**src/pkg/dat_consts.svh**
```systemverilog
//Function
//[RULE1] ack follows the dma address in the read or write cycle chosen per channel
//[RULE2] ack rises with the address and falls half a cycle before it ends
//[RULE3] wait states stretching the address stretch the ack equally
//[RULE4] ordinary space timing is the same for read-cycle and write-cycle ack
//[RULE5] split accesses to narrow devices give one ack pulse per address
//[RULE6] split accesses to sdram, dram, psram, burst rom ack every address too
//[RULE7] auto-precharge sdram read ack spans row, command, wait, read address
//[RULE8] sdram single read ack holds past the invalid read until write address
//[RULE9] auto-precharge sdram write ack spans row and column address
//[RULE10] bank-active sdram read, same row: span command, wait, read address
//[RULE11] bank-active sdram read, new row: precharge, row, command, wait, address
//[RULE12] bank-active sdram write, same row: span wait and column address only
//[RULE13] bank-active sdram write, new row: precharge, row, wait, column address
//[RULE14] dram ack spans row and column address phases
//[RULE15] pseudo-sram ack tracks the address for reads, writes and bursts
//[RULE16] burst rom ack tracks the address; dual-mode writes there are refused
//[RULE17] dual address mode acks in read or write cycle as selected
//[RULE18] single address mode acks the device during the one bus cycle
//[RULE19] the early drop comes from a register on the falling clock edge
//[RULE20] ack stays low in cycles not belonging to the channel's chosen cycle
`ifndef DAT_CONSTS_SVH
`define DAT_CONSTS_SVH

`define DAT_NUM_CH         2
`define DAT_CLK_PERIOD_PS  8000
`define DAT_EARLY_DROP_PS  4000
`define DAT_EARLY_DROP_HALF_CYC ((2 * `DAT_EARLY_DROP_PS) / `DAT_CLK_PERIOD_PS)
`define DAT_SEL_READ       1'h0
`define DAT_SEL_WRITE      1'h1

`endif

```
**src/pkg/dat_pkg.sv**
```systemverilog
package dat_pkg;

   // memory type of the space being accessed
   typedef enum logic [2:0] {
      DAT_MEM_ORD,
      DAT_MEM_SDRAM_AP,
      DAT_MEM_SDRAM_BA,
      DAT_MEM_DRAM,
      DAT_MEM_PSRAM,
      DAT_MEM_BROM
   } dat_mem_t;

   // bus phase announced by the bus sequencer for the coming cycle
   typedef enum logic [2:0] {
      DAT_PH_IDLE,
      DAT_PH_ADDR,
      DAT_PH_PRE,
      DAT_PH_ROW,
      DAT_PH_RDCMD,
      DAT_PH_WAIT,
      DAT_PH_RDADDR,
      DAT_PH_COL
   } dat_phase_t;

endpackage

```
**src/dat_ack_gen.sv**
```systemverilog
`timescale 1ns/1ps
`default_nettype none

`include "dat_consts.svh"

// dma acknowledge output timing.
// all qualifying inputs describe the bus cycle that begins at the next
// rising edge; the sequencer knows its next state, so the ack flop lands
// exactly on the start of the address output.
module dat_ack_gen
   import dat_pkg::*;
#(
   parameter int NUM_CH = `DAT_NUM_CH,
   parameter int CH_W   = (NUM_CH > 1) ? $clog2(NUM_CH) : 1
)
(
   input  wire logic              ref_clk_in,          // bus clock, 125 MHz
   input  wire logic              srst_in,             // sync reset, high
   input  wire logic [NUM_CH-1:0] ack_cycle_select_in, // per ch: 0 read, 1 write
   input  wire logic              single_addr_mode_in, // single address mode
   input  wire logic              dma_cycle_in,        // next cycle is a dma cycle
   input  wire logic [CH_W-1:0]   dma_channel_in,      // channel owning it
   input  wire logic              cycle_is_write_in,   // next cycle is a write
   input  wire dat_mem_t          mem_type_in,         // memory type of space
   input  wire dat_phase_t        phase_in,            // next bus phase
   input  wire logic              addr_last_in,        // last cycle of address
   input  wire logic              single_read_in,      // sdram non-burst read
   input  wire logic              row_hit_in,          // row same as previous
   output var  logic [NUM_CH-1:0] dma_ack_out,         // acknowledge, high
   output var  logic [NUM_CH-1:0] ack_hold_out,        // held past invalid read
   output var  logic              rom_write_err_out    // refused burst rom write
);

   // =====================================================
   // span selection per memory type
   // =====================================================

   // phases during which the ack is asserted, excluding the read hold
   function automatic logic in_span
   (
      input dat_mem_t   mem,
      input dat_phase_t ph,
      input logic       wr,
      input logic       hit
   );
      logic r;
      r = 1'h0;
      case (mem)
         DAT_MEM_ORD,
         DAT_MEM_PSRAM,
         DAT_MEM_BROM:
            r = (ph == DAT_PH_ADDR);
         DAT_MEM_SDRAM_AP:
            if (wr)
               r = (ph == DAT_PH_ROW) | (ph == DAT_PH_COL);
            else
               r = (ph == DAT_PH_ROW) | (ph == DAT_PH_RDCMD) |
                   (ph == DAT_PH_WAIT) | (ph == DAT_PH_RDADDR);
         DAT_MEM_SDRAM_BA:
            if (wr && hit)
               r = (ph == DAT_PH_WAIT) | (ph == DAT_PH_COL);
            else if (wr)
               r = (ph == DAT_PH_PRE) | (ph == DAT_PH_ROW) |
                   (ph == DAT_PH_WAIT) | (ph == DAT_PH_COL);
            else if (hit)
               r = (ph == DAT_PH_RDCMD) | (ph == DAT_PH_WAIT) |
                   (ph == DAT_PH_RDADDR);
            else
               r = (ph == DAT_PH_PRE) | (ph == DAT_PH_ROW) |
                   (ph == DAT_PH_RDCMD) | (ph == DAT_PH_WAIT) |
                   (ph == DAT_PH_RDADDR);
         DAT_MEM_DRAM:
            r = (ph == DAT_PH_ROW) | (ph == DAT_PH_COL);
         default:
            r = 1'h0;
      endcase
      return r;
   endfunction

   // phase that closes an address of the span; only here does the
   // half-cycle early drop apply
   function automatic logic is_closing
   (
      input dat_phase_t ph
   );
      return (ph == DAT_PH_ADDR) | (ph == DAT_PH_RDADDR) | (ph == DAT_PH_COL);
   endfunction

   // =====================================================
   // shared decode
   // =====================================================

   wire logic sdram_space;
   wire logic span_hit;
   wire logic closing_ph;
   wire logic rom_wr_refused;
   wire logic write_addr_start;
   wire logic invalid_read_end;

   assign sdram_space = (mem_type_in == DAT_MEM_SDRAM_AP) |
                        (mem_type_in == DAT_MEM_SDRAM_BA);

   // RULE7 RULE9 RULE10 RULE11 RULE12 RULE13 RULE14 RULE15 RULE16
   assign span_hit = in_span(mem_type_in, phase_in, cycle_is_write_in, row_hit_in);

   assign closing_ph = is_closing(phase_in);

   // dual-mode writes into burst rom get no ack and raise the error flag
   assign rom_wr_refused = dma_cycle_in & cycle_is_write_in & ~single_addr_mode_in &
                           (mem_type_in == DAT_MEM_BROM);  // RULE16

   // the write address that ends a held ack
   assign write_addr_start = dma_cycle_in & cycle_is_write_in &
                             (phase_in != DAT_PH_IDLE);  // RULE8

   // last read address cycle of a single sdram read
   assign invalid_read_end = sdram_space & ~cycle_is_write_in & single_read_in &
                             (phase_in == DAT_PH_RDADDR) & addr_last_in;  // RULE8

   // =====================================================
   // per channel ack generation
   // =====================================================

   logic [NUM_CH-1:0] ack_q;
   logic [NUM_CH-1:0] ack_d;
   logic [NUM_CH-1:0] last_q;
   logic [NUM_CH-1:0] last_d;
   logic [NUM_CH-1:0] hold_q;
   logic [NUM_CH-1:0] hold_d;
   logic [NUM_CH-1:0] drop_half;

   genvar ch;
   generate
      for (ch = 0; ch < NUM_CH; ch = ch + 1)
      begin : g_ch
         wire logic own_cycle;
         wire logic dir_match;
         wire logic window;
         wire logic hold_set;

         assign own_cycle = dma_cycle_in & (dma_channel_in == CH_W'(ch));  // RULE20

         // single address mode: the one bus cycle always carries the ack
         assign dir_match = single_addr_mode_in |  // RULE18
                            (ack_cycle_select_in[ch] == cycle_is_write_in);  // RULE1 RULE17

         // same qualification for read and write, so ordinary timing matches
         assign window = own_cycle & dir_match & span_hit & ~rom_wr_refused;  // RULE4 RULE20

         assign hold_set = window & invalid_read_end;  // RULE8

         always_comb
         begin
            hold_d[ch] = hold_q[ch];
            if (hold_set)
               hold_d[ch] = 1'h1;
            else if (write_addr_start)
               hold_d[ch] = 1'h0;  // RULE8
         end

         // every address of a split access is its own window with its own
         // closing cycle, giving one pulse per address
         // RULE5 RULE6
         assign ack_d[ch] = window | (hold_q[ch] & ~write_addr_start);  // RULE8

         // drop early only on the final cycle of the address; waits keep
         // addr_last low and so lengthen the ack
         assign last_d[ch] = window & closing_ph & addr_last_in & ~hold_set;  // RULE2 RULE3

         always_ff @(posedge ref_clk_in)
         begin
            if (srst_in)
            begin
               ack_q[ch]  <= 1'h0;
               last_q[ch] <= 1'h0;
               hold_q[ch] <= 1'h0;
            end
            else
            begin
               ack_q[ch]  <= ack_d[ch];
               last_q[ch] <= last_d[ch];
               hold_q[ch] <= hold_d[ch];
            end
         end

         dat_half_drop u_drop
         (
            .ref_clk_in (ref_clk_in),
            .srst_in    (srst_in),
            .last_in    (last_q[ch]),
            .drop_out   (drop_half[ch])
         );
      end
   endgenerate

   // =====================================================
   // outputs
   // =====================================================

   logic err_q;

   always_ff @(posedge ref_clk_in)
   begin
      if (srst_in)
         err_q <= 1'h0;
      else
         err_q <= rom_wr_refused;  // RULE16
   end

   // ack drops in the second half of the closing cycle
   always_comb
   begin
      dma_ack_out = ack_q & ~drop_half;  // RULE2 RULE19
   end

   always_comb
   begin
      ack_hold_out      = hold_q;
      rom_write_err_out = err_q;
   end

endmodule // dat_ack_gen

`default_nettype wire

```
**src/dat_half_drop.sv**
```systemverilog
`timescale 1ns/1ps
`default_nettype none

// falling-edge half of the early deassertion: drop_out is high in the
// second half of a cycle flagged as the last cycle of an ack span
module dat_half_drop
(
   input  wire logic ref_clk_in,  // bus clock
   input  wire logic srst_in,     // synchronous reset
   input  wire logic last_in,     // registered: this cycle ends the span
   output var  logic drop_out     // high in second half of that cycle
);

   logic tog_q;
   logic tog_neg_q;

   // =====================================================
   // rising edge toggles every cycle, so the pair differs in the first half
   always_ff @(posedge ref_clk_in)
   begin
      if (srst_in)
         tog_q <= 1'h0;
      else
         tog_q <= ~tog_q;
   end

   // =====================================================
   // falling edge catches up, so the match opens mid-cycle
   always_ff @(negedge ref_clk_in)
   begin
      if (srst_in)
         tog_neg_q <= 1'h0;
      else
         tog_neg_q <= tog_q;  // RULE19
   end

   always_comb
   begin
      drop_out = last_in & (tog_q == tog_neg_q);  // RULE19
   end

endmodule // dat_half_drop

`default_nettype wire

```
**config.mk**
```make
export PLATFORM = sky130hd
export DESIGN_NAME = dat_ack_gen
export DESIGN_NICKNAME = d
export VERILOG_FILES = /design/src/pkg/dat_pkg.sv /design/src/dat_ack_gen.sv /design/src/dat_half_drop.sv
export VERILOG_INCLUDE_DIRS = /design/src /design/src/pkg
export SDC_FILE = /design/constraint.sdc
export NUM_CORES = 1
export LEC_CHECK = 0
export ABC_AREA = 0
export BUFFER_PORTS_ARGS = -buffer_cell sky130_fd_sc_hd__buf_2
export CORE_MARGIN = 3
export CORE_UTILIZATION = 45
export DETAILED_ROUTE_END_ITERATION = 7
export PLACE_DENSITY = 0.74
export SLEW_MARGIN = 0
export SYNTH_ARGS = -nofsm -noshare
export SYNTH_HDL_FRONTEND = slang
export SYNTH_SLANG_ARGS = --single-unit
```
**constraint.sdc**
```tcl
create_clock -name ref_clk_in -period 2.2 [get_ports ref_clk_in]
set_input_delay 0.11 -clock ref_clk_in [delete_from_list [all_inputs] [get_ports ref_clk_in]]
set_output_delay 0.11 -clock ref_clk_in [all_outputs]
set_load 0.1 [all_outputs]
```
Word level (Yosys, flattened, before mapping) --
Index checks and enable logic that the tools add are counted.
Cells by class: equal/unequal tests 16, mux-type cells 8, bitwise logic cells 59, reductions and logical operators 6
Operator list (count):
- AND 1 bit | 28
- OR 1 bit | 20
- equality test 3 bit, second input constant | 6
- equality test 3 x 2 -> 1 bit, second input constant | 4
- NOT 1 bit | 9
- 2-to-1 mux 1 bit | 7
- equality test 3 x 1 -> 1 bit, second input constant | 2
- equality test 1 bit | 4
- one-hot mux 1 bit (4 select lines) | 1
- nonzero test 2 bit | 2
- zero test 3 bit | 1
- nonzero test 3 bit | 1
- OR reduction 3 bit | 1
- AND 2 bit | 1
- NOT 2 bit | 1
- logical AND 1 bit | 1
Storage, ports and cells: register bits 11, bits of input ports 17, output and inout port bits 5, logic and storage cells 100

Depth between registers and ports, before layout --
Gate-level depths: netlist of run 1.
word-level depth 14, depth in mapped cells 5, gate-level depth less buffers 4

By module --
From an unflattened synthesis of run 1, not the netlist that was laid out.
Unflattened totals: cell total of the unflattened synthesis 67, area total of the unflattened synthesis 613.1 um^2
By module, submodules not included:
- dat_ack_gen | times used 1, cells each 53, area an instance 475.5 um^2
- dat_half_drop | times used 2, cells each 7, area an instance 68.8 um^2

==> results of run 1 <==
==> cell families (layout without fill, tap and decap cells) <==
family,Yosys count,after routing,share of synthesized area
multiplexers,1,1,0.0171
AO/OA/AOI/OAI,12,12,0.147
flip-flops,11,11,0.375
AND/OR/NAND/NOR,30,30,0.326
XOR/XNOR,6,6,0.0896
buffers and inverters,4,28,0.0448
==> path summary, 6_finish.rpt <==
path	end	from	cells past startpoint
min	rom_write_err_out	dma_cycle_in	3
max reg2reg	g_ch[1].u_drop.tog_neg_q	g_ch[1].u_drop.tog_q	1
max	dma_ack_out[0]	g_ch[0].u_drop.tog_neg_q	3
min reg2reg	g_ch[0].u_drop.tog_q	g_ch[0].u_drop.tog_q	1
==> where the power goes <==
part / leakage (nW) / internal (W) / switching, W
combinational: 0.220 / 0.0000389 / 0.0000405
clock: 0.0256 / 0.0000748 / 0.0000674
sequential: 0.0901 / 0.000205 / 0.00000455
total: 0.335 / 0.000319 / 0.000113
==> registers in the layout, indices dropped and copies added (netlist names) <==
name	flops
last_q	2
ack_q	2
g_ch.u_drop.tog_q	2
g_ch.u_drop.tog_neg_q	2
rom_write_err_out	1
ack_hold_out	2
==> area by class of cell <==
cell class,count,area share
multi-input cells,49,0.479
flip-flops and latches,11,0.281
well taps,14,0.0222
clock buffers,4,0.0333
clock inverters,2,0.00951
repair buffers,21,0.171
inverters,1,0.00475
==> Yosys cell counts <==
library cell,count,area (sq um)
dfxtp_1,11,220
nand2_1,6,22.5
xnor2_1,5,43.8
o31ai_1,4,30.0
nor2_1,3,11.3
nor2b_1,3,18.8
nor3_1,3,15.0
o21ai_0,3,15.0
a21boi_0,2,15.0
inv_1,2,7.51
nor3b_1,2,15.0
a222oi_1,1,10.0
a31oi_1,1,6.26
buf_4,1,7.51
buf_6,1,11.3
mux2i_1,1,10.0
nand2b_1,1,6.26
nand3_1,1,5.00
nand3b_1,1,7.51
nand4_1,1,6.26
nand4b_1,1,8.76
nand4bb_1,1,11.3
nor2b_4,1,13.8
nor4bb_1,1,10.0
o211a_1,1,10.0
or2_2,1,6.26
or2b_2,1,8.76
or3_1,1,6.26
or3_2,1,7.51
or3_4,1,11.3
xor2_1,1,8.76
==> metrics by stage <==
| step | util | hold slack [ns] | area (sq um) | power (W) |
|---|---|---|---|---|
| floorplan | - | 0.241 | 609 | 0.000270 |
| global placement | 0.635 | 0.376 | 743 | 0.000296 |
| detailed placement | 0.635 | 0.388 | 743 | 0.000298 |
| CTS | 0.660 | 0.108 | 773 | 0.000431 |
| global route | 0.674 | 0.130 | 790 | 0.000456 |
| finish | 0.674 | 0.108 | 790 | 0.000431 |
==> metal layers <==
layer,vias up,part of all wire,track usage
met5,-,0,0
met1,243,0.42,0.137
met3,6,0.049,0.0258
li1,276,-,-
met4,0,0.049,0.130
met2,19,0.48,0.222
==> placed cells by master (no fill, tap or decap), drive strengths merged, types with 2 or more instances in the layout <==
master / synthesis / final
a21boi: 2 / 2
or3: 3 / 3
clkbuf: 0 / 4
nor2: 3 / 3
nor3: 3 / 3
xnor2: 5 / 5
o21ai: 3 / 3
o31ai: 4 / 4
inv: 2 / 3
nand2: 6 / 6
buf: 2 / 21
nor3b: 2 / 2
dfxtp: 11 / 11
nor2b: 4 / 4
==> timing repair <==
item                                    in CTS  in global routing
gates cloned                                 0                  0
gates resized for setup                      0                  3
endpoints found under the setup margin       2                  2
==> results by group, run 1 <==
Drt
  • Total wire length: 1.13 mm
  • Wire length per cell: 11.1 microns
  • DR pass1 iterations: 4
  • Average vias per placed instance: 5.33
  • # DRC: 0
  • Drt initial violations: 12
  • Detail Route Antenna Nets: 0
  • Routed vias: 544

Critical path
  • Worst Path Buf+Inv: 1
  • Slowest cell on the critical path: dfxtp_1
  • Critical-path cell list: xnor2_2, a21boi_4, buf_12
  • Worst setup SP type: flip-flop
  • Delay-heaviest family, CP: flip-flops
  • Crit path kind: reg2out
  • Worst Path Arrival: 2.21 ns
  • Flop-to-flop setup slack: 0.56 ns
  • Critical Path Sink Type: output port
  • CP required: 2.09 ns
  • Slowest Stage Delay on Critical Path: 0.31 ns
  • Worst-path fanout max: 1

Clocking
  • Bufs on Longest Clock Path: 2
  • TritonCTS clock tree: yes
  • Later-pin clock latency in the skew report: 0.32 ns
  • CTS Buf Count: 3
  • Root buf cell: clkbuf_4
  • Clock sink count: 11
  • # H-tree levels: 1
  • Postcts setup bufs: 0
  • CTS Hold Bufs: 0
  • Clock Pin Slew Worst Setup and Hold Paths: 0.06 ns

STA
  • Final max-slew violation count: 0
  • Final worst slack: -0.120 ns
  • Setup Total Neg Slack: -0.229 ns
  • Setup Viol. Count Final: 2
  • Final number of hold-violating endpoints: 0
  • Relative slew slack: 0.595
  • RSZ-0062 raised after global routing: true
  • Worst Max-Slew Pin Slew: 0.608 ns
  • Post-Route Skew: 0.0565 ns

Yosys
  • YS warnings: 0
  • Register area share after synthesis: 0.375
  • Count of cell types in the netlist: 31
  • Cells after Synth: 64
  • Mean Syn Cell Area: 9.17 sq um
  • Synthesized area: 587 sq um
  • Syn Nets: 81
  • Post-synthesis register bit count: 11

Hold path
  • Hold Crit Class: in2reg

GRT
  • Global-route wire length before repair: 1.79 mm
  • GRT overflow: 0
  • Largest net degree at the start of global routing: 12
  • Antenna violations before repair: 0
  • Number of global-route vias before repair: 450
  • Gr usage total: 0.134

Finish
  • Layout Nets: 106
  • Register Area: 221 sq um
  • Multi-input gate area: 378 sq um
  • P&R area growth vs syn: 34.5%
  • Non-Filler Instances: 102
  • Ant diodes: 0
  • Filler cell count: 108
  • Share of cells above drive strength 1: 0.386

Power and ir drop
  • Maximum VDD drop: 226 uV
  • Leakage: 0.335 nW
  • Pwr Density: 546 nW/um^2

Place
  • Worst slack at placement: 0.204 ns
  • Post-DP HPWL: 935 microns
  • Dpl cells: 97
  • I/O Buffers: 21
  • Placer Congestion: 0.735

Floorplanning
  • I/O pin count: 22
  • Die area: 1770 sq um
  • # rows: 12
  • Initial cell density of the core: 0.501
  • Die span in y: 42.1 microns
  • Core Box Area: 1170 sq um
  • Die Wd: 42.1 microns

Run status
  • Status: finished, violations left
  • Failing checks: negative setup slack

Run
  • Max_cap viols: 0
No activity file was read; power rests on OpenSTA's default activity.
==> run 2: changes to the inputs <==
Settings changed: BUFFER_PORTS_ARGS -buffer_cell sky130_fd_sc_hd__buf_2 to not set, CAP_MARGIN set to 15, DONT_BUFFER_PORTS set to 1, PLACE_DENSITY 0.74 to not set.
Clock period 2.2 ns to 2.3 ns, I/O delays scaled along.
==> results by group, run 2 (synthesized netlist as in run 1, its figures left out) <==
Drt
  • Met1 wire length: 596 microns
  • Metal3 WL: 106 microns
  • DR pass1 iterations: 4
  • Routed vias: 473
  • Total wire length: 1.19 mm
  • Wire length per cell: 13.5 microns
  • Max Used Layer: met4
  • # DRC: 0
  • Met2 wire len: 471 microns
  • Drt initial violations: 13
  • Average vias per placed instance: 5.38
  • Detail Route Antenna Nets: 0

Finish
  • Filler cell count: 109
  • Most frequent cells in the layout: dfxtp_1 (9), nand2_1 (6), o31ai_1 (4)
  • Ant diodes: 0
  • Share of cells above drive strength 1: 0.257
  • Finished Cell Area: 767 sq um
  • Commonest non-fill, non-tap cell in the layout: dfxtp_1
  • Non-Filler Instances: 88
  • Layout Nets: 92
  • P&R area growth vs syn: 30.7%

Critical path
  • Worst setup SP type: flip-flop
  • Critical Path Sink Type: output port
  • Crit path kind: reg2out
  • CP required: 2.18 ns
  • Worst-path fanout max: 1
  • Worst Path Arrival: 2.28 ns

Power and ir drop
  • Pwr Density: 674 nW/um^2
  • Power share of the combinational group: 0.106
  • Reg power frac: 0.390
  • Clock network power share: 0.504
  • Maximum VDD drop: 443 uV
  • Switch share: 0.210
  • Int Pwr: 0.000409 W
  • Leakage: 0.291 nW
  • Net switching power: 0.000109 W

Clocking
  • TritonCTS clock tree: yes
  • CTS Buf Count: 3
  • Clock sink count: 11
  • # H-tree levels: 1
  • Root buf cell: clkbuf_4
  • Later-pin clock latency in the skew report: 0.34 ns
  • Postcts setup bufs: 0
  • Clock Pin Slew Worst Setup and Hold Paths: 0.08 ns
  • Bufs on Longest Clock Path: 2

Run status
  • Status: finished, violations left
  • Failing checks: negative setup slack

GRT
  • Global-route wire length before repair: 2.09 mm
  • Number of global-route vias before repair: 451
  • Largest net degree at the start of global routing: 10
  • Antenna violations before repair: 0
  • GRT overflow: 0
  • Gr usage total: 0.161

STA
  • Setup Viol. Count Final: 2
  • Post-Route Skew: 0.0610 ns
  • Relative slew slack: 0.382
  • Final number of hold-violating endpoints: 0
  • Worst Max-Slew Pin Slew: 0.926 ns
  • Final max-slew violation count: 0
  • Final worst slack: -0.0968 ns
  • RSZ-0062 raised after global routing: true

Place
  • I/O Buffers: 0
  • Placed cell area: 663 sq um
  • Post-DP HPWL: 844 microns
  • Placer Congestion: 0.785
  • Dpl cells: 80

Run
  • Max_cap viols: 0

Floorplanning
  • Initial cell density of the core: 0.501
  • Core Box Area: 1170 sq um
  • Die span in y: 42.1 microns
  • Die area: 1770 sq um
  • I/O pin count: 22
  • Die Wd: 42.1 microns
  • # rows: 12

Hold path
  • Hold Crit Class: in2reg
## run 2: through the flow
step | worst slack (ns) | util | hold WS (ns) | total power (W) | TNS [ns]
finish | -0.0968 | 0.655 | 0.0152 | 0.000517 | -0.186
global placement | 0.230 | 0.566 | 0.184 | 0.000258 | 0
CTS | -0.108 | 0.647 | 0.00789 | 0.000520 | -0.210
floorplan | 0.0106 | - | 0.246 | 0.000259 | 0
detailed placement | 0.222 | 0.566 | 0.186 | 0.000259 | 0
global route | -0.148 | 0.655 | 0.00642 | 0.000545 | -0.280
## run 2: layout make-up
cell class	instances	area, sq um	area share
multi-input cells	49	378	0.493
flip-flops and latches	11	223	0.290
repair buffers	7	85.1	0.111
clock inverters	3	37.5	0.0489
clock buffers	3	22.5	0.0294
well taps	14	17.5	0.0228
inverters	1	3.75	0.00489
## run 2: power groups by stage
stage,Clock [W],Combinational [W],Sequential (W)
after floorplan,0.00000817,0.0000469,0.000203
after global placement,0.00000817,0.0000465,0.000204
after detailed placement,0.00000817,0.0000470,0.000204
after CTS,0.000266,0.0000536,0.000201
after global routing,0.000281,0.0000610,0.000202
final,0.000261,0.0000549,0.000201
## run 2: critical path, stage by stage, from the launching register on
cell      delay [ns]
dfxtp_2         0.32
xnor2_2         0.14
a21boi_4        0.15
buf_12          0.19
## run 2: what timing repair did
action	in CTS	in global routing
pin swaps	2	0
hold buffers	3	0
gates cloned	0	0
resized for setup	2	2
setup endpoints to repair	2	2
hold endpoints to repair	7	0
## run 2: layer usage
metal,up-vias,GRT usage
met4,0,0.0745
met2,17,0.201
met5,-,0
met3,2,0.0858
li1,249,-
met1,205,0.222
## run 2: worst paths after layout
kind,start,to,slack [ns],depth (start not counted)
setup / recovery,g_ch[0].u_drop.tog_neg_q,dma_ack_out[0],-0.1,3
hold / removal,addr_last_in,last_q[0],0.02,2
setup reg to reg,g_ch[0].u_drop.tog_q,g_ch[0].u_drop.tog_neg_q,0.60,1
hold reg to reg,g_ch[1].u_drop.tog_q,g_ch[1].u_drop.tog_q,0.47,1
==> run 3: changes to the inputs <==
==> constraint.sdc (replaced) <==
create_clock -name ref_clk_in -period 2.3 [get_ports ref_clk_in]
set_input_delay 0.345 -clock ref_clk_in [delete_from_list [all_inputs] [get_ports ref_clk_in]]
set_output_delay 0.345 -clock ref_clk_in [all_outputs]
set_load 0.1 [all_outputs]
==> results by group, run 3 (synthesized netlist as in run 1, its figures left out) <==
Drt
  • Detail Route Antenna Nets: 0
  • Total wire length: 1.06 mm
  • # DRC: 0
  • Routed vias: 487
  • DR pass1 iterations: 4
  • Drt initial violations: 4
  • Average vias per placed instance: 5.66
  • Wire length per cell: 12.3 microns

Finish
  • Non-Filler Instances: 86
  • Ant diodes: 0
  • Layout Nets: 90
  • Commonest non-fill, non-tap cell in the layout: dfxtp_1
  • P&R area growth vs syn: 20.9%
  • Core Util, Final: 0.606
  • Most frequent cells in the layout: dfxtp_1 (10), nand2_1 (6), xnor2_1 (4), o31ai_1 (4)
  • Finished Cell Area: 709 sq um
  • Share of cells above drive strength 1: 0.236

STA
  • Final number of hold-violating endpoints: 0
  • Post-Route Skew: 0.0584 ns
  • Setup Viol. Count Final: 2
  • Final worst slack: -0.315 ns
  • Worst Max-Slew Pin Slew: 0.598 ns
  • Final max-slew violation count: 0
  • Relative slew slack: 0.601
  • RSZ-0062 raised after global routing: true

Clocking
  • Later-pin clock latency in the skew report: 0.33 ns
  • CTS Buf Count: 3
  • Root buf cell: clkbuf_4
  • Clock Pin Slew Worst Setup and Hold Paths: 0.07 ns
  • Bufs on Longest Clock Path: 2
  • Clock sink count: 11
  • TritonCTS clock tree: yes
  • # H-tree levels: 1

Power and ir drop
  • Tot Pwr: 0.000392 W
  • Maximum VDD drop: 308 uV
  • Pwr Density: 552 nW/um^2
  • Leakage: 0.268 nW

GRT
  • Global-route wire length before repair: 1.84 mm
  • GRT overflow: 0
  • Number of global-route vias before repair: 423
  • Antenna violations before repair: 0
  • Gr usage total: 0.135
  • Largest net degree at the start of global routing: 12

Place
  • Placer Congestion: 0.746
  • I/O Buffers: 0
  • Placed cell area: 671 sq um
  • Dpl cells: 81
  • Post-DP HPWL: 868 microns
  • Worst slack at placement: 0.0195 ns

Critical path
  • Worst setup SP type: flip-flop
  • Worst Path Arrival: 2.27 ns
  • Critical Path Sink Type: output port
  • Worst-path fanout max: 1
  • Critical-path cell list: xnor2_2, a21boi_4, buf_12
  • Slowest cell on the critical path: dfxtp_2
  • Slowest Stage Delay on Critical Path: 0.31 ns
  • Crit path kind: reg2out
  • CP required: 1.96 ns

Floorplanning
  • Die area: 1770 sq um
  • Core Box Area: 1170 sq um
  • Initial cell density of the core: 0.501
  • I/O pin count: 22
  • # rows: 12
  • Die span in y: 42.1 microns
  • Die Wd: 42.1 microns

Run status
  • Status: finished, violations left
  • Failing checks: negative setup slack

Hold path
  • Hold Crit Class: in2reg

Run
  • Max_cap viols: 0
[run 3: per-layer routing]
layer / wire length [microns] / GRT usage / share of wire
met2: 483 / 0.194 / 0.46
met5: 0 / 0 / 0
met1: 444 / 0.155 / 0.42
met4: 33 / 0.0932 / 0.031
met3: 96 / 0.0644 / 0.091
[run 3: final timing paths]
path,start,to,slack [ns],cells past startpoint
max,g_ch[1].u_drop.tog_neg_q,dma_ack_out[1],-0.31,3
min,srst_in,g_ch[1].u_drop.tog_q,0.13,1
max reg2reg,g_ch[1].u_drop.tog_q,g_ch[1].u_drop.tog_neg_q,0.59,1
min reg2reg,g_ch[0].u_drop.tog_q,g_ch[0].u_drop.tog_q,0.44,1
[run 3: stage by stage]
step                      TNS (ns)  hold WS (ns)
after floorplan             -0.438         0.405
after global placement           0         0.413
after detailed placement         0         0.415
after CTS                   -0.660         0.115
after global routing        -0.727         0.113
final                       -0.624         0.127
[run 3: timing repair]
item,4_1_cts,5_1_grt
endpoints found under the setup margin,2,2
hold buffers,0,0
resized for setup,0,2
buffers inserted,0,0
hold endpoints to repair,0,0
[run 3: area by class of cell]
type	count	area [sq um]
clock buffer	3	22.5
timing repair buffer	5	62.6
fill	112	462
multi-input combinational	49	370
sequential	11	221
inverter	1	3.75
tap	14	17.5
clock inverter	3	11.3
[run 3: worst max-delay path, delay by kind of cell (launching register included)]
family,cells,cell delay [ns]
XOR/XNOR,1,0.14
buffers and inverters,1,0.19
AO/OA/AOI/OAI,1,0.15
flip-flops,1,0.31
[run 3: where the power goes]
| part | internal (W) | switching (W) |
|---|---|---|
| Sequential | 0.000196 | 0.00000368 |
| Clock | 0.0000675 | 0.0000762 |
| Combinational | 0.0000272 | 0.0000211 |
| Total | 0.000291 | 0.000101 |
